**src/rtl/sarc_pkg.sv**
```systemverilog
// constants shared by the converter control, and the successive approximation engine
package sarc_pkg;
  localparam int unsigned RES_BITS  = 12;
  localparam int unsigned WORD_BITS = 16;
  localparam int unsigned CNT_BITS  = 5;
  // internal conversion clock: one step every CONV_DIV system clocks
  localparam int unsigned CONV_DIV  = 4;
  localparam logic [2:0]  DIV_LAST  = 3'(CONV_DIV - 1);
  localparam logic [3:0]  IDX_MSB   = 4'(RES_BITS - 1);
  localparam logic [3:0]  IDX_LSB   = 4'h0;
  localparam logic [RES_BITS-1:0] CODE_ZERO = 12'h000;
  localparam logic [RES_BITS-1:0] CODE_ONE  = 12'h001;

  // serial frame layout
  localparam logic [CNT_BITS-1:0] FRAME_LEN = 5'h10;
  localparam int unsigned ADDR_MSB  = 15;
  localparam int unsigned ADDR_LSB  = 11;
  localparam int unsigned RW_POS    = 10;
  localparam logic [4:0]  ADDR_RESULT = 5'h00;
  localparam logic [4:0]  ADDR_CONFIG = 5'h02;

  // configuration word fields
  localparam int unsigned CFG_REF_POS   = 0;
  localparam int unsigned CFG_PD_POS    = 1;
  localparam int unsigned CFG_SRST_POS  = 9;
  localparam logic [1:0]  PWR_DEFAULT   = 2'h0;
  localparam logic [WORD_BITS-1:0] WORD_ZERO = 16'h0000;
  localparam int unsigned RESULT_PAD    = WORD_BITS - RES_BITS;

  typedef enum logic {SARC_IDLE, SARC_CONVERT} sarc_state_e;

  // put the result in the top bits of the outgoing word, zeros below
  function automatic logic [WORD_BITS-1:0] sarc_result_word(input logic [RES_BITS-1:0] code);
    sarc_result_word = {code, {RESULT_PAD{1'b0}}};
  endfunction
endpackage

// successive approximation engine stepped by its own conversion clock
module sarc_sar_engine
  import sarc_pkg::*;
(
  input  wire logic                clock,
  input  wire logic                rst_b,
  input  wire logic                soft_clear,
  input  wire logic                start,
  input  wire logic                comp_hi,
  output logic                     busy,
  output logic                     done,
  output logic [RES_BITS-1:0]      dac_code,
  output logic [RES_BITS-1:0]      result
);
  sarc_state_e         state_reg;
  logic [2:0]          div_reg;
  logic [3:0]          idx_reg;
  logic [RES_BITS-1:0] code_reg;
  logic                step;

  // ------------------------------------------------------------
  // conversion clock
  // ------------------------------------------------------------
  // the serial clock never reaches here; steps come from this divider
  always_ff @(posedge clock or negedge rst_b) begin
    if (!rst_b) begin
      div_reg <= 3'h0;
    end else if (soft_clear || state_reg == SARC_IDLE || div_reg == DIV_LAST) begin
      div_reg <= 3'h0;
    end else begin
      div_reg <= div_reg + 3'h1;
    end
  end
  assign step = (state_reg == SARC_CONVERT) && (div_reg == DIV_LAST);

  // ------------------------------------------------------------
  // bit decisions
  // ------------------------------------------------------------
  always_ff @(posedge clock or negedge rst_b) begin
    if (!rst_b) begin
      state_reg <= SARC_IDLE;
      idx_reg   <= IDX_MSB;
      code_reg  <= CODE_ZERO;
      result    <= CODE_ZERO;
      done      <= 1'b0;
    end else begin
      done <= 1'b0;
      if (soft_clear) begin
        state_reg <= SARC_IDLE;
        idx_reg   <= IDX_MSB;
        code_reg  <= CODE_ZERO;
        result    <= CODE_ZERO;
      end else begin
        unique case (state_reg)
          SARC_IDLE: begin
            if (start) begin
              state_reg <= SARC_CONVERT;
              idx_reg   <= IDX_MSB;
              code_reg  <= CODE_ONE << IDX_MSB;
            end
          end
          SARC_CONVERT: begin
            if (step) begin
              // keep the trial bit only if comp_hi says the input is at or above the trial level
              if (idx_reg == IDX_LSB) begin
                result    <= comp_hi ? code_reg : (code_reg & ~CODE_ONE);
                done      <= 1'b1;
                state_reg <= SARC_IDLE;
                code_reg  <= CODE_ZERO;
              end else begin
                code_reg <= (comp_hi ? code_reg : (code_reg & ~(CODE_ONE << idx_reg)))
                            | (CODE_ONE << (idx_reg - 4'h1));
                idx_reg  <= idx_reg - 4'h1;
              end
            end
          end
        endcase
      end
    end
  end

  assign busy     = (state_reg == SARC_CONVERT);
  assign dac_code = code_reg;
endmodule

```
**src/rtl/sarc_ctrl.sv**
```systemverilog
// converter control: serial port, configuration, reference, power and reset handling
module sarc_ctrl
  import sarc_pkg::*;
(
  input  wire logic                clock,
  input  wire logic                rst_b,
  input  wire logic                sclk,
  input  wire logic                cs_b,
  input  wire logic                serial_command_in,
  input  wire logic                conversion_trigger,
  input  wire logic                comp_hi,
  output logic                     serial_result_out,
  output logic                     serial_result_oe,
  output logic                     track_hold,
  output logic                     conv_power_en,
  output logic                     ref_internal_en,
  output logic [RES_BITS-1:0]      dac_trial,
  output logic                     conv_done
);
  logic                  sclk_q;
  logic                  cs_q;
  logic                  trig_q;
  logic                  sclk_fall;
  logic                  cs_fall;
  logic                  cs_rise;
  logic                  trig_fall;
  logic [CNT_BITS-1:0]   bit_cnt_reg;
  logic [WORD_BITS-1:0]  rx_reg;
  logic [WORD_BITS-1:0]  tx_reg;
  logic [1:0]            pwr_reg;
  logic                  read_cfg_reg;
  logic                  soft_rst_reg;
  logic                  eng_busy;
  logic                  eng_done;
  logic [RES_BITS-1:0]   eng_code;
  logic [RES_BITS-1:0]   eng_result;
  logic                  frame_ok;
  logic                  is_write;
  logic [4:0]            frame_addr;
  logic [WORD_BITS-1:0]  cfg_word;
  logic [WORD_BITS-1:0]  load_word;

  // ------------------------------------------------------------
  // edge detection on link pins
  // ------------------------------------------------------------
  always_ff @(posedge clock or negedge rst_b) begin
    if (!rst_b) begin
      sclk_q <= 1'b0;
      cs_q   <= 1'b1;
      trig_q <= 1'b1;
    end else begin
      sclk_q <= sclk;
      cs_q   <= cs_b;
      trig_q <= conversion_trigger;
    end
  end

  assign sclk_fall  = sclk_q && !sclk && !cs_b;
  assign cs_fall    = cs_q && !cs_b;
  assign cs_rise    = !cs_q && cs_b;
  assign trig_fall  = trig_q && !conversion_trigger;
  assign frame_ok   = (bit_cnt_reg == FRAME_LEN);
  assign frame_addr = rx_reg[ADDR_MSB:ADDR_LSB];
  assign is_write   = rx_reg[RW_POS];
  assign cfg_word   = {{(WORD_BITS-2){1'b0}}, pwr_reg};
  assign load_word  = read_cfg_reg ? cfg_word : sarc_result_word(eng_result);

  // ------------------------------------------------------------
  // serial receive
  // ------------------------------------------------------------
  always_ff @(posedge clock or negedge rst_b) begin
    if (!rst_b) begin
      bit_cnt_reg <= '0;
      rx_reg      <= WORD_ZERO;
    end else if (cs_fall) begin
      bit_cnt_reg <= '0;
      rx_reg      <= WORD_ZERO;
    end else if (sclk_fall) begin
      rx_reg <= {rx_reg[WORD_BITS-2:0], serial_command_in};
      if (bit_cnt_reg != FRAME_LEN) begin
        bit_cnt_reg <= bit_cnt_reg + 5'h1;
      end
    end
  end

  // ------------------------------------------------------------
  // serial transmit
  // ------------------------------------------------------------
  // the word is frozen at select fall so a conversion ending mid-frame cannot tear it
  always_ff @(posedge clock or negedge rst_b) begin
    if (!rst_b) begin
      tx_reg            <= WORD_ZERO;
      serial_result_out <= 1'b0;
      serial_result_oe  <= 1'b0;
    end else begin
      serial_result_oe <= !cs_b;
      if (cs_fall) begin
        tx_reg            <= load_word;
        serial_result_out <= load_word[WORD_BITS-1];
      end else if (sclk_fall) begin
        tx_reg            <= {tx_reg[WORD_BITS-2:0], 1'b0};
        serial_result_out <= tx_reg[WORD_BITS-2];
      end else if (cs_b) begin
        serial_result_out <= 1'b0;
      end
    end
  end

  // ------------------------------------------------------------
  // configuration and software reset
  // ------------------------------------------------------------
  // partial frames are dropped: only a frame of at least 16 clocks commits at select rise
  always_ff @(posedge clock or negedge rst_b) begin
    if (!rst_b) begin
      pwr_reg      <= PWR_DEFAULT;
      read_cfg_reg <= 1'b0;
      soft_rst_reg <= 1'b0;
    end else begin
      soft_rst_reg <= 1'b0;
      if (soft_rst_reg) begin
        pwr_reg      <= PWR_DEFAULT;
        read_cfg_reg <= 1'b0;
      end else if (cs_rise && frame_ok) begin
        read_cfg_reg <= 1'b0;
        if (is_write && frame_addr == ADDR_CONFIG) begin
          if (rx_reg[CFG_SRST_POS]) begin
            soft_rst_reg <= 1'b1;
          end else begin
            pwr_reg <= {rx_reg[CFG_PD_POS], rx_reg[CFG_REF_POS]};
          end
        end else if (!is_write && frame_addr == ADDR_CONFIG) begin
          read_cfg_reg <= 1'b1;
        end
      end
    end
  end

  // ------------------------------------------------------------
  // converter, reference and power outputs
  // ------------------------------------------------------------
  sarc_sar_engine u_engine (
    .clock      (clock),
    .rst_b      (rst_b),
    .soft_clear (soft_rst_reg),
    .start      (trig_fall && !pwr_reg[CFG_PD_POS]),
    .comp_hi    (comp_hi),
    .busy       (eng_busy),
    .done       (eng_done),
    .dac_code   (eng_code),
    .result     (eng_result)
  );

  always_ff @(posedge clock or negedge rst_b) begin
    if (!rst_b) begin
      track_hold      <= 1'b0;
      conv_power_en   <= 1'b0;
      ref_internal_en <= 1'b0;
      dac_trial       <= CODE_ZERO;
      conv_done       <= 1'b0;
    end else begin
      // hold from the trigger edge until the last decision is made
      track_hold      <= eng_busy;
      conv_power_en   <= eng_busy;
      ref_internal_en <= pwr_reg[CFG_REF_POS] && !pwr_reg[CFG_PD_POS] && !soft_rst_reg;
      dac_trial       <= eng_code;
      conv_done       <= eng_done;
    end
  end
endmodule

```
**config.mk**
```make
export PLATFORM = sky130hd
export DESIGN_NAME = sarc_ctrl
export DESIGN_NICKNAME = d
export VERILOG_FILES = /design/src/rtl/sarc_pkg.sv /design/src/rtl/sarc_ctrl.sv
export SDC_FILE = /design/constraint.sdc
export NUM_CORES = 1
export LEC_CHECK = 0
export BUFFER_PORTS_ARGS = -buffer_cell sky130_fd_sc_hd__clkbuf_2
export CAP_MARGIN = 20
export CORE_MARGIN = 4
export CORE_UTILIZATION = 60
export DETAILED_ROUTE_END_ITERATION = 6
export PLACE_DENSITY = 0.84
export SLEW_MARGIN = 20
export SYNTH_ARGS = -nofsm -noshare
export SYNTH_HDL_FRONTEND = slang
export SYNTH_HIERARCHICAL = 1
export SYNTH_SLANG_ARGS = --single-unit
```
**constraint.sdc**
```tcl
create_clock -name clock -period 2.54 [get_ports clock]
set_input_delay 0.127 -clock clock [delete_from_list [all_inputs] [get_ports clock]]
set_output_delay 0.127 -clock clock [all_outputs]
set_load 0.02 [all_outputs]
```
==> metrics list, run 1 <==
- Remaining DRCs: 0
* Total via count after detailed routing: 2,912
- Mean area per synthesized cell: 10.7 um2
* Post-Place Setup Slack: 0.518 ns
- Commonest register cell after synthesis: sky130_fd_sc_hd__dfrtp_1
- The HPWL after detailed placement is 5190 um.
- The synthesized design spends more area on one cell type than any other, namely sky130_fd_sc_hd__dfrtp_1.
* Non-Filler Cell Area, Final: 4450 um2
- P&R area growth vs syn: 8.91%
* Number of clock buffers inserted by TritonCTS: 9
- Worst Path Max Fanout: 17
* Total negative slack for setup checks: 0 ns
- 0 antenna diodes ended up in the layout.
- For the pin with the worst max-slew slack, the measured transition is 0.999 ns.
* Number of pins exceeding their max-slew limit in the final report: 0
* Clock Sinks: 93
* Number of register bits inferred by synthesis: 93
* Final setup violation count: 0
- Critical Path End Type: flip-flop
- The detail route stage leaves a number of antenna-violating nets equal to 0.
* Post-layout utilization of the core: 68.5%
* Final clock skew: 0.00759 ns
* Kind of path behind the tightest hold check: in2reg
- First-pass iteration count of the detailed router: 4
* Fin nets: 418
- Delay of the slowest critical-path stage: 0.59 ns
* Final GP Congestion: 0.890
* Starting density of the core: 62.9%
- After detailed placement, the design holds a cell count of 465.
- Wires add up to 7860 um.
* Total global routing overflow: 0
- Core region area: 6490 um2
* Sequential element share of the synthesized area: 57.1%
* Final Critical Period: 2.11 ns
- Static power due to leakage: 0.00207 uW
- Post-placement cell area: 4240 um2
- Average via count per standard cell: 6.02
- Count of unique library cells instantiated by Yosys: 51
- Post-Syn Instances: 381
- I/O pin total: 25
- STA puts the critical path data arrival time at 2.41 ns.
- In the finished design, the share of the clock period the worst path needs comes to 83.1%.
* Fraction of final layout cells sized beyond drive strength 1: 15.2%
- Max capacitance violation total: 0
* Global routing usage summed across all routing layers: 20.5%
* Clock tree from TritonCTS: yes
- The floorplan step set the die width to 90.5 um.
* Netlist area before placement: 4090 um2
* Setup repair after global routing missed its margin: false
* Peak supply drop: 361 uV
* Global-route wire length before repair: 13,700 um
* Cell at the root of the clock tree: sky130_fd_sc_hd__clkbuf_8
- Counting flops with an async set or reset pin after synthesis yields a share of 100%.
* Number of hold-slack violations in the final timing report: 0
- Number of buffers on the longest clock path: 2
- Walking the worst path, the cells encountered are inv_1, ha_1, nor3b_2, nand3b_4, a21oi_1, a22o_1.
- Leading post-synthesis cells by cell area: sky130_fd_sc_hd__dfrtp_1, sky130_fd_sc_hd__nand2_1, sky130_fd_sc_hd__a22o_1, sky130_fd_sc_hd__a21oi_1, sky130_fd_sc_hd__dfstp_2
* Clk slew on worst S/H paths: 0.10 ns
- The share of synthesized area in the top cell type comes to 53.9%.
- Yosys warning count: 6
- Vias in the first global route: 2,844
- In this run the power density over the cells is 594 nW/um2.
- The initial antenna violation count is 0.
- The first routing iteration left 208 violations.
- Slowest library cell on the worst path: sky130_fd_sc_hd__dfstp_2
- Run status: complete, no violations
- Synthesis produced a netlist with a net count of 397.
- Kind of critical path: reg2reg
* Max transition margin: 33.4%
* Critical Path Start Type: flip-flop
* Final Worst Setup Slack: 0.429 ns
- Max reg flops: 16
* Number of enable-type register cells in the synthesized netlist: 0
* Overall die area: 8200 um2
- STA puts the critical path data required time at 2.84 ns.
- IO buf count: 24
- Count of placed standard cells in the final layout, fillers left out: 484
* Number of H-tree levels: 3
* Maximum number of pins on one net before global-route repair: 50
- The die is 90.5 um tall.
- Clock latency on the worst-skew pair: 0.36 ns
- Dividing the detail-routed wire length by the instance count gives 16.2 um.
- Row generation in the floorplan step produced 29 rows.
- Achievable clock frequency: 474 MHz
cells by family (layout without fill, tap and decap cells):
family                     Yosys count  after routing  synth area share [%]
AOI/OAI and AO/OA                  108            108                  17.9
xor gates and xnor gates             1              1                 0.214
adders and majority gates            9              9                  2.75
buffers and inverters               36             62                  4.22
DFF                                 93             93                  57.1
muxes                                4              4                  1.01
and+or+nand+nor                    130            130                  16.8
placed cells by master (no fill, tap or decap), drive strengths merged, types with 8 or more instances in the layout:
master  count
a21oi      28
a22o       22
a22oi       8
a31oi      12
clkbuf     32
dfrtp      88
ha          9
inv        20
nand2      57
nand2b     14
nand3       9
nor2       15
o21ai      24
power by group:
group	total, uW	switching [uW]	internal, uW
Sequential	1550	30.4	1520
Combinational	149	97.5	51.7
Clock	941	562	379
Total	2640	690	1950
layout make-up:
| cell class | count | area, um2 |
|---|---|---|
| tap | 77 | 96.3 |
| clock buffer | 9 | 124 |
| timing repair buffer | 32 | 203 |
| inverter | 14 | 52.6 |
| clock inverter | 7 | 61.3 |
| multi-input combinational | 252 | 1580 |
| sequential | 93 | 2330 |
| fill | 475 | 2040 |
timing repair:
item	in CTS	in global routing
hold endpoints to repair	41	0
hold buffers	3	0
resized for setup	0	0
setup buffers	0	0
per-stage QoR:
stage               hold slack (ns)  power, uW
global placement              0.160       1720
CTS                          0.0610       2660
detailed placement            0.168       1730
finish                       0.0678       2640
floorplan                    -0.169       1660
global route                 0.0723       2760
critical path: cells and delay by family, from the launching register on:
family                   cells  cell delay [ns]
AO/OA/AOI/OAI                2             0.53
adder cells (fa/ha/maj)      1             0.31
buffers and inverters        1             0.11
flip-flops                   1             0.59
AND/OR/NAND/NOR              2             0.51
Yosys cell counts, types with 2 or more instances:
cell type	n
sky130_fd_sc_hd__dfstp_2	5
sky130_fd_sc_hd__or2_0	2
sky130_fd_sc_hd__nand2b_1	14
sky130_fd_sc_hd__nor3b_1	4
sky130_fd_sc_hd__nand3_1	9
sky130_fd_sc_hd__dfrtp_1	88
sky130_fd_sc_hd__nor3_1	7
sky130_fd_sc_hd__nand2_1	57
sky130_fd_sc_hd__ha_1	9
sky130_fd_sc_hd__a22o_1	22
sky130_fd_sc_hd__o311ai_2	2
sky130_fd_sc_hd__clkbuf_1	6
sky130_fd_sc_hd__o21ai_0	10
sky130_fd_sc_hd__nor2b_1	2
sky130_fd_sc_hd__a21oi_1	27
sky130_fd_sc_hd__a22oi_1	8
sky130_fd_sc_hd__buf_6	2
sky130_fd_sc_hd__mux2i_1	3
sky130_fd_sc_hd__buf_4	2
sky130_fd_sc_hd__inv_1	13
sky130_fd_sc_hd__nand4_1	4
sky130_fd_sc_hd__buf_2	12
sky130_fd_sc_hd__nor3b_2	3
sky130_fd_sc_hd__a211oi_1	2
sky130_fd_sc_hd__nor4bb_1	2
sky130_fd_sc_hd__a21o_1	2
sky130_fd_sc_hd__or4b_1	2
sky130_fd_sc_hd__o21ai_1	14
sky130_fd_sc_hd__nor2_1	15
sky130_fd_sc_hd__a31oi_1	12
final timing paths:
path | to | cells past startpoint | slack [ns] | start
setup / recovery | u_engine/dac_code[0]$_DFFE_PN0P_ | 6 | 0.43 | u_engine/idx_reg[0]$_DFFE_PN1P_
hold / removal | rx_reg[0]$_DFFE_PN0P_ | 3 | 0.07 | serial_command_in
setup reg to reg | u_engine/dac_code[0]$_DFFE_PN0P_ | 6 | 0.43 | u_engine/idx_reg[0]$_DFFE_PN1P_
hold reg to reg | conv_done$_DFF_PN0_ | 0 | 0.37 | u_engine/done$_DFF_PN0_
max in group asynchronous | u_engine/result[9]$_DFFE_PN0P_ | 3 | 1.61 | rst_b
min in group asynchronous | rx_reg[6]$_DFFE_PN0P_ | 2 | 0.30 | rst_b
per-layer routing:
metal  wire [um]  vias up  GRT usage [%]
met2        3670       64           30.4
li1            -     1394              -
met5           0        -              0
met3         334        7           4.67
met1        3770     1447           29.6
met4          80        0           7.78
Power figures use the tool's default switching activity.
==> run 2, diff against run 1 <==
--- a/config.mk
+++ b/config.mk
@@ -8,9 +8,9 @@
 export BUFFER_PORTS_ARGS = -buffer_cell sky130_fd_sc_hd__clkbuf_2
 export CAP_MARGIN = 20
 export CORE_MARGIN = 4
-export CORE_UTILIZATION = 60
+export CORE_UTILIZATION = 54
 export DETAILED_ROUTE_END_ITERATION = 6
-export PLACE_DENSITY = 0.84
+export PLACE_DENSITY = 0.8
 export SLEW_MARGIN = 20
 export SYNTH_ARGS = -nofsm -noshare
 export SYNTH_HDL_FRONTEND = slang
==> constraint.sdc (replaced) <==
create_clock -name clock -period 1.9 [get_ports clock]
set_input_delay 0.095 -clock clock [delete_from_list [all_inputs] [get_ports clock]]
set_output_delay 0.095 -clock clock [all_outputs]
set_load 0.02 [all_outputs]
==> metrics list, run 2 (synthesis results as in run 1) <==
- Starting density of the core: 56.1% (-6.9 points)
* X dimension of the die: 95.0 um (+4.9%)
- The total via count in the routed design came to 3,046 (+4.6%).
- The path with the worst hold slack has its endpoint at cs_q$_DFF_PN1_.
* Number of violations reported at the end of detailed-routing iteration 0: 219 (+5.3%)
* Net switching share of the total power: 25.1% (-0.98 points)
- Post-Place Setup Slack: 0.0278 ns (-0.491 ns)
- The timing-limited maximum frequency is 555 MHz (+17%).
- First-pass iteration count of the detailed router: 4 (unchanged)
- The area used by sequential logic in the layout was 2330 um2 (unchanged).
* Worst Path Max Fanout: 11 (-6)
- The worst-case vdd ir drop was 355 uV (-1.4%).
- In the layout the commonest cells are sky130_fd_sc_hd__dfrtp_1, sky130_fd_sc_hd__nand2_1, sky130_fd_sc_hd__a21oi_1.
- The clock-pin slew on the worst setup and hold paths was 0.10 ns (about the same).
- The global routing usage on met1 came to 28.9% (-0.68 points).
- STA classifies the critical path endpoint as a flip-flop.
- TritonCTS built the clock tree.
- The final weighted congestion in routability-driven placement was 0.857 (-3.7%).
* Hold path startpoint: cs_b
- Number of clock buffers inserted by TritonCTS: 9 (unchanged)
- The run finished with clean final reports.
* Max capacitance violation total: 0 (unchanged)
* Remaining DRCs: 0 (unchanged)
- Average via count per standard cell: 5.84 (-3.0%)
* Combinational power share: 5.9% (+0.3 points)
- The post-detailed-placement half-perimeter wirelength came to 5680 um (+9.4%).
* Cell-internal power: 2640 uW (+35%)
- Layout fillers: 596 (+25%)
- The leakage component of the power came to 0.00214 uW (+3.6%).
- Overall power after layout: 3520 uW (+33%)
- Number of buffers on the longest clock path: 2 (unchanged)
- Capture point of the worst reg-to-reg path: u_engine/dac_code[10]$_DFFE_PN0P_
- Cell at the root of the clock tree: sky130_fd_sc_hd__clkbuf_8
- The minimum hold slack is 0.0212 ns (-0.0466 ns).
* Post-layout utilization of the core: 63.2% (-5.3 points)
* Total global routing overflow: 0 (unchanged)
- The count of final hold-check violations was 0 (unchanged).
* Worst flop-to-flop path startpoint: u_engine/idx_reg[1]$_DFFE_PN1P_
* Part of the power in registers: 58.9% (+0.2 points)
- Overall die area: 9030 um2 (+10%)
* Global-route wire length before repair: 14,200 um (+3.9%)
- The worst setup path is launched from a flip-flop.
- Critical path data arrival time: 2.11 ns (-0.30 ns)
- The global-route track usage on met2 is 32.1% (+1.7 points).
- The flip-flop count of the largest register after layout came to 16 (unchanged).
- I/O pin total: 25 (unchanged)
- The slack of the worst reg-to-reg path is 0.1 ns (-0.33 ns).
- The maximum level of the CTS H-tree came to 3 (unchanged).
* Total area of multi-input combinational cells: 1590 um2 (+0.79%)
- Switching power: 886 uW (+28%)
- The antenna diode count came to 0 (unchanged).
- IO buf count: 24 (unchanged)
* Global routing usage summed across all routing layers: 20.7% (+0.13 points)
- Relative to the synthesized area, the layout overhead comes to 12.8%.
- Routed len/inst: 16.0 um (-1.4%)
* Final clock period utilization by the worst path: 94.8% (+12 points)
- The final critical delay including setup and external delays was 1.80 ns (-0.309 ns).
- Final clock skew: 0.0132 ns (+0.00565 ns)
- The largest net degree at the start of global routing is 54 (+8.0%).
* Fraction of met3 tracks used by global routing: 3.90% (-0.76 points)
- Kind of path behind the tightest hold check: in2reg
- The number of global-route vias before repair came to 2,921 (+2.7%).
* Gr busiest metal: met2
* Clock latency on the worst-skew pair: 0.37 ns (about the same)
* Antenna violations before repair: 0 (unchanged)
- The total power divided by cell area is 764 nW/um2 (+29%).
* Floorplan die height: 95.0 um (+4.9%)
* Part of the total power dissipated in the clock network: 35.1% (-0.5 points)
- The length in cells of the worst reg-to-reg path came to 7 (+1).
- Final Worst Setup Slack: 0.0987 ns (-0.331 ns)
- Leaving out fill and tap cells, the most frequent cell in the layout is sky130_fd_sc_hd__dfrtp_1.
- The share of cells above drive strength 1 is 18.7% (+3.4 points).
- Kind of critical path: reg2reg
- Final setup violation count: 0 (unchanged)
- The remaining antenna violation count after routing was 0 (unchanged).
- Max transition margin: 63.9% (+31 points)
* Site row count: 31 (+6.9%)
* Worst path required time: 2.21 ns (-0.63 ns)
* Number of pins exceeding their max-slew limit in the final report: 0 (unchanged)
* Total negative slack for setup checks: 0 ns (unchanged)
* Number of instances on the worst hold path: 2 (-1)
- The total core area came to 7290 um2 (+12%).
- Clock Sinks: 93 (unchanged)
- The number of nets in the final layout is 434 (+3.8%).
* Worst slew pin tran: 0.541 ns (-0.458 ns)
* Final wirelength: 8360 um (+6.4%)
[run 2: cell count changes in the layout (fill, tap and decap cells not counted)]
cell / delta
sky130_fd_sc_hd__or2_1: -1
sky130_fd_sc_hd__clkbuf_8: +1
sky130_fd_sc_hd__or2_4: +1
sky130_fd_sc_hd__inv_6: -5
sky130_fd_sc_hd__nor3b_2: -1
sky130_fd_sc_hd__a21oi_2: +1
sky130_fd_sc_hd__clkinv_2: +1
sky130_fd_sc_hd__a21oi_1: -1
sky130_fd_sc_hd__clkbuf_1: +1
sky130_fd_sc_hd__nor3b_4: +1
sky130_fd_sc_hd__clkinv_4: +1
sky130_fd_sc_hd__buf_4: +16
sky130_fd_sc_hd__inv_8: +1
[run 2: power groups by stage]
stage	combinational, uW	sequential (uW)	clock [uW]
2_1_floorplan	121	2100	0
3_3_place_gp	198	2110	0
3_5_place_dp	207	2110	0
4_1_cts	212	2080	1260
5_1_grt	237	2080	1360
6_report	209	2080	1240
[run 2: worst max-delay path by stage]
stage / start / to / slack (ns)
detailed placement: u_engine/idx_reg[0]$_DFFE_PN1P_ / u_engine/dac_code[1]$_DFFE_PN0P_ / 0.03
CTS: u_engine/idx_reg[0]$_DFFE_PN1P_ / u_engine/dac_code[1]$_DFFE_PN0P_ / 0.009
floorplan: u_engine/idx_reg[0]$_DFFE_PN1P_ / u_engine/dac_code[11]$_DFFE_PN0P_ / 0.06
finish: u_engine/idx_reg[1]$_DFFE_PN1P_ / u_engine/dac_code[10]$_DFFE_PN0P_ / 0.1
global route: u_engine/idx_reg[1]$_DFFE_PN1P_ / u_engine/dac_code[2]$_DFFE_PN0P_ / -0.009
global placement: u_engine/idx_reg[0]$_DFFE_PN1P_ / u_engine/dac_code[10]$_DFFE_PN0P_ / 0.11
[run 2: final cells by class]
cell class	instances	area share (%)
Clock buffer	11	3.07
Clock inverter	5	0.923
Inverter	14	1.14
Multi-Input combinational cell	252	34.6
Sequential cell	93	50.6
Tap cell	99	2.69
Timing Repair Buffer	48	7.00
[run 2: worst max-delay path, stage by stage (launching register included)]
cell and delay [ns]:
sky130_fd_sc_hd__dfstp_2 0.58, sky130_fd_sc_hd__inv_1 0.08, sky130_fd_sc_hd__ha_1 0.20, sky130_fd_sc_hd__nor3b_4 0.17
sky130_fd_sc_hd__nand3b_4 0.23, sky130_fd_sc_hd__buf_4 0.20, sky130_fd_sc_hd__o21ai_1 0.13, sky130_fd_sc_hd__a22o_1 0.15
[run 2: routing by layer]
metal  wire [um]  up-vias
met1        3930     1536
met2        3970       72
met3         329       12
met5           0        -
met4         133        0
li1            -     1426
[run 2: stage by stage]
stage	area, um2	cells
2_1_floorplan	4090	381
5_1_grt	4610	522
3_3_place_gp	4350	499
4_1_cts	4570	518
6_report	4610	522
3_5_place_dp	4350	499
[run 2: what timing repair did]
action / in CTS / in global routing
gates resized for setup: 0 / 3
setup endpoints to repair: 0 / 23
endpoints found under the hold margin: 37 / 0
hold buffers: 3 / 0
setup buffers: 0 / 4
==> run 3, diff against run 2 <==
--- a/config.mk
+++ b/config.mk
@@ -10,7 +10,7 @@
 export CORE_MARGIN = 4
 export CORE_UTILIZATION = 54
 export DETAILED_ROUTE_END_ITERATION = 6
-export PLACE_DENSITY = 0.8
+export PLACE_DENSITY = 0.72
 export SLEW_MARGIN = 20
 export SYNTH_ARGS = -nofsm -noshare
 export SYNTH_HDL_FRONTEND = slang
==> metrics list, run 3 (synthesis results as in run 1) <==
- The flow ran to the end, and the final reports show no timing, DRC or antenna violations.
- The post-detailed-placement half-perimeter wirelength was 5730 um (+0.86%).
- Critical Path Start Type: flip-flop
- The maximum root-to-sink buffer count was 2 (unchanged).
- P&R area growth vs syn: 13.0%
- Overall power after layout: 3500 uW (-0.58%)
* Antenna violations before repair: 0 (unchanged)
- The library cell used most frequently in the layout, excluding fill and tap cells, is sky130_fd_sc_hd__dfrtp_1.
- Starting density of the core: 56.1% (unchanged)
- The remaining antenna violation count after routing is 0 (unchanged).
- The count of routing violations after the opening detailed-route iteration is 163 (-26%).
* Total area of multi-input combinational cells: 1610 um2 (+1.0%)
* Post-route worst hold slack: 0.0324 ns (+0.0112 ns)
* Vias in the first global route: 2,956 (+1.2%)
- Kind of path behind the tightest hold check: in2reg
- STA classifies the critical path endpoint as a flip-flop.
* Crit path cell chain: inv_2, ha_2, nor3b_2, and3_1, a32o_1
- Clock latency on the worst-skew pair: 0.35 ns (-0.02 ns)
- Remaining DRCs: 0 (unchanged)
- The number of nets in the final layout was 433 (-0.23%).
- Worst slew pin tran: 0.574 ns (+0.0326 ns)
- The worst hold path begins at cs_b.
- The maximum net fanout on the critical path was 13 (+2).
* Non-Filler Cell Area, Final: 4620 um2 (+0.19%)
* Delay of the slowest critical-path stage: 0.59 ns (about the same)
* Peak supply drop: 464 uV (+31%)
* Final setup violation count: 0 (unchanged)
* Area of all sequential standard cells: 2330 um2 (unchanged)
- Routed len/inst: 16.1 um (+0.29%)
- Final wirelength: 8370 um (about the same)
- The total via count in the routed design was 2,973 (-2.4%).
- The total core area came to 7290 um2 (unchanged).
- The final critical delay including setup and external delays is 1.83 ns (+0.0314 ns).
* Kind of critical path: reg2reg
- I/O pin total: 25 (unchanged)
- The overall routing resource usage came to 20.6% (-0.091 points).
- The worst register-to-register path begins at u_engine/idx_reg[0]$_DFFE_PN1P_.
- First-pass iteration count of the detailed router: 4 (unchanged)
- Pwr dens: 758 nW/um2 (-0.77%)
- X dimension of the die: 95.0 um (unchanged)
* Final clock period utilization by the worst path: 96.5% (+1.7 points)
- Total global routing overflow: 0 (unchanged)
* Destination of the worst hold path: cs_q$_DFF_PN1_
- The number of CTS-inserted buffers came to 9 (unchanged).
- The maximum level of the CTS H-tree came to 3 (unchanged).
* Slowest library cell on the worst path: sky130_fd_sc_hd__dfstp_2
* Maximum number of pins on one net before global-route repair: 45 (-17%)
* Fraction of final layout cells sized beyond drive strength 1: 19.7% (+0.99 points)
- The number of port buffers is 24 (unchanged).
- The count of final hold-check violations was 0 (unchanged).
- Clock tree from TritonCTS: yes
- The largest clock skew in the final design is 0.0125 ns (-0.000746 ns).
* Most frequent cells in the layout: sky130_fd_sc_hd__dfrtp_1, sky130_fd_sc_hd__nand2_1, sky130_fd_sc_hd__a21oi_1
* Antenna cells: 0 (unchanged)
- The flip-flop count of the largest register after layout came to 16 (unchanged).
* Capture point of the worst reg-to-reg path: u_engine/result[0]$_DFFE_PN0P_
* Clock Sinks: 93 (unchanged)
* Achievable clock frequency: 546 MHz (-1.7%)
* Overall die area: 9030 um2 (unchanged)
- Worst path required time: 2.14 ns (-0.07 ns)
* Floorplan die height: 95.0 um (unchanged)
- Site row count: 31 (unchanged)
- The number of cells traversed by the worst hold path was 2 (unchanged).
- Average via count per standard cell: 5.71 (-2.2%)
- CTS placed an instance of sky130_fd_sc_hd__clkbuf_8 at the clock tree root.
- The total of fill cells in the finished design came to 615 (+3.2%).
- Number of pins exceeding their max-slew limit in the final report: 0 (unchanged)
- The total of max-cap violations was 0 (unchanged).
- FF-to-FF path depth: 5 (-2)
- The leakage component of the power came to 0.00213 uW (-0.24%).
- The clock-pin slew on the worst setup and hold paths came to 0.10 ns (about the same).
- The global-route wire length before repair was 14,400 um (+1.1%).
- The final-layout setup total negative slack was 0 ns (unchanged).
* Slack of the worst reg-to-reg path: 0.07 ns (-0.03 ns)
* Max transition margin: 61.8% (-2.2 points)
* Post-placement cell area: 4350 um2 (about the same)
- Final GP Congestion: 0.852 (-0.60%)
* Critical path data arrival time: 2.08 ns (-0.03 ns)
[run 3: worst max-delay path, delay by kind of cell, from the launching register on]
kind / cells / cell delay (ns)
AND/OR/NAND/NOR: 2 / 0.53
adder cells (fa/ha/maj): 1 / 0.20
AO/OA/AOI/OAI: 1 / 0.32
flip-flops: 1 / 0.59
buffers and inverters: 1 / 0.08
[run 3: cell type report]
type | instances | share of cell area [%]
Sequential cell | 93 | 50.5
Multi-Input combinational cell | 252 | 34.9
Timing Repair Buffer | 47 | 6.91
Clock buffer | 9 | 2.68
Tap cell | 99 | 2.68
Clock inverter | 7 | 1.22
Inverter | 14 | 1.14
[run 3: worst max-delay path by stage]
stage	endpoint	start	slack, ns
after floorplan	u_engine/dac_code[11]$_DFFE_PN0P_	u_engine/idx_reg[0]$_DFFE_PN1P_	0.06
after global placement	u_engine/dac_code[6]$_DFFE_PN0P_	u_engine/idx_reg[0]$_DFFE_PN1P_	0.09
after detailed placement	u_engine/dac_code[1]$_DFFE_PN0P_	u_engine/idx_reg[0]$_DFFE_PN1P_	0.001
after CTS	u_engine/result[0]$_DFFE_PN0P_	u_engine/idx_reg[0]$_DFFE_PN1P_	0.01
after global routing	u_engine/dac_code[3]$_DFFE_PN0P_	u_engine/idx_reg[0]$_DFFE_PN1P_	-0.003
final	u_engine/result[0]$_DFFE_PN0P_	u_engine/idx_reg[0]$_DFFE_PN1P_	0.07
[run 3: repair_timing]
| item | CTS | global route |
|---|---|---|
| resized for setup | 1 | 7 |
| setup endpoints to repair | 6 | 25 |
| pin swaps | 0 | 1 |
| hold buffers | 3 | 0 |
| hold endpoints to repair | 34 | 0 |
| setup buffers | 1 | 3 |
[run 3: power breakdown]
group	leakage [uW]	internal, uW	switching, uW
clock	0.0000910	495	723
sequential	0.00124	2040	39.8
combinational	0.000805	74.9	135
total	0.00213	2600	898
[run 3: layer usage]
metal,GRT usage [%],vias to the layer above,wire (um)
met1,29.9,1459,4050
met3,3.11,14,289
met5,0,-,0
met4,7.69,0,148
li1,-,1427,-
met2,31.4,73,3880
[run 3: through the flow]
stage / utilization, % / setup WS, ns / std cells
6_report: 63.3 / 0.0673 / 521
5_1_grt: 63.3 / -0.00333 / 521
4_1_cts: 62.7 / 0.00972 / 518
3_5_place_dp: 59.7 / 0.00140 / 498
3_3_place_gp: 59.7 / 0.0918 / 498
2_1_floorplan: - / 0.0619 / 381
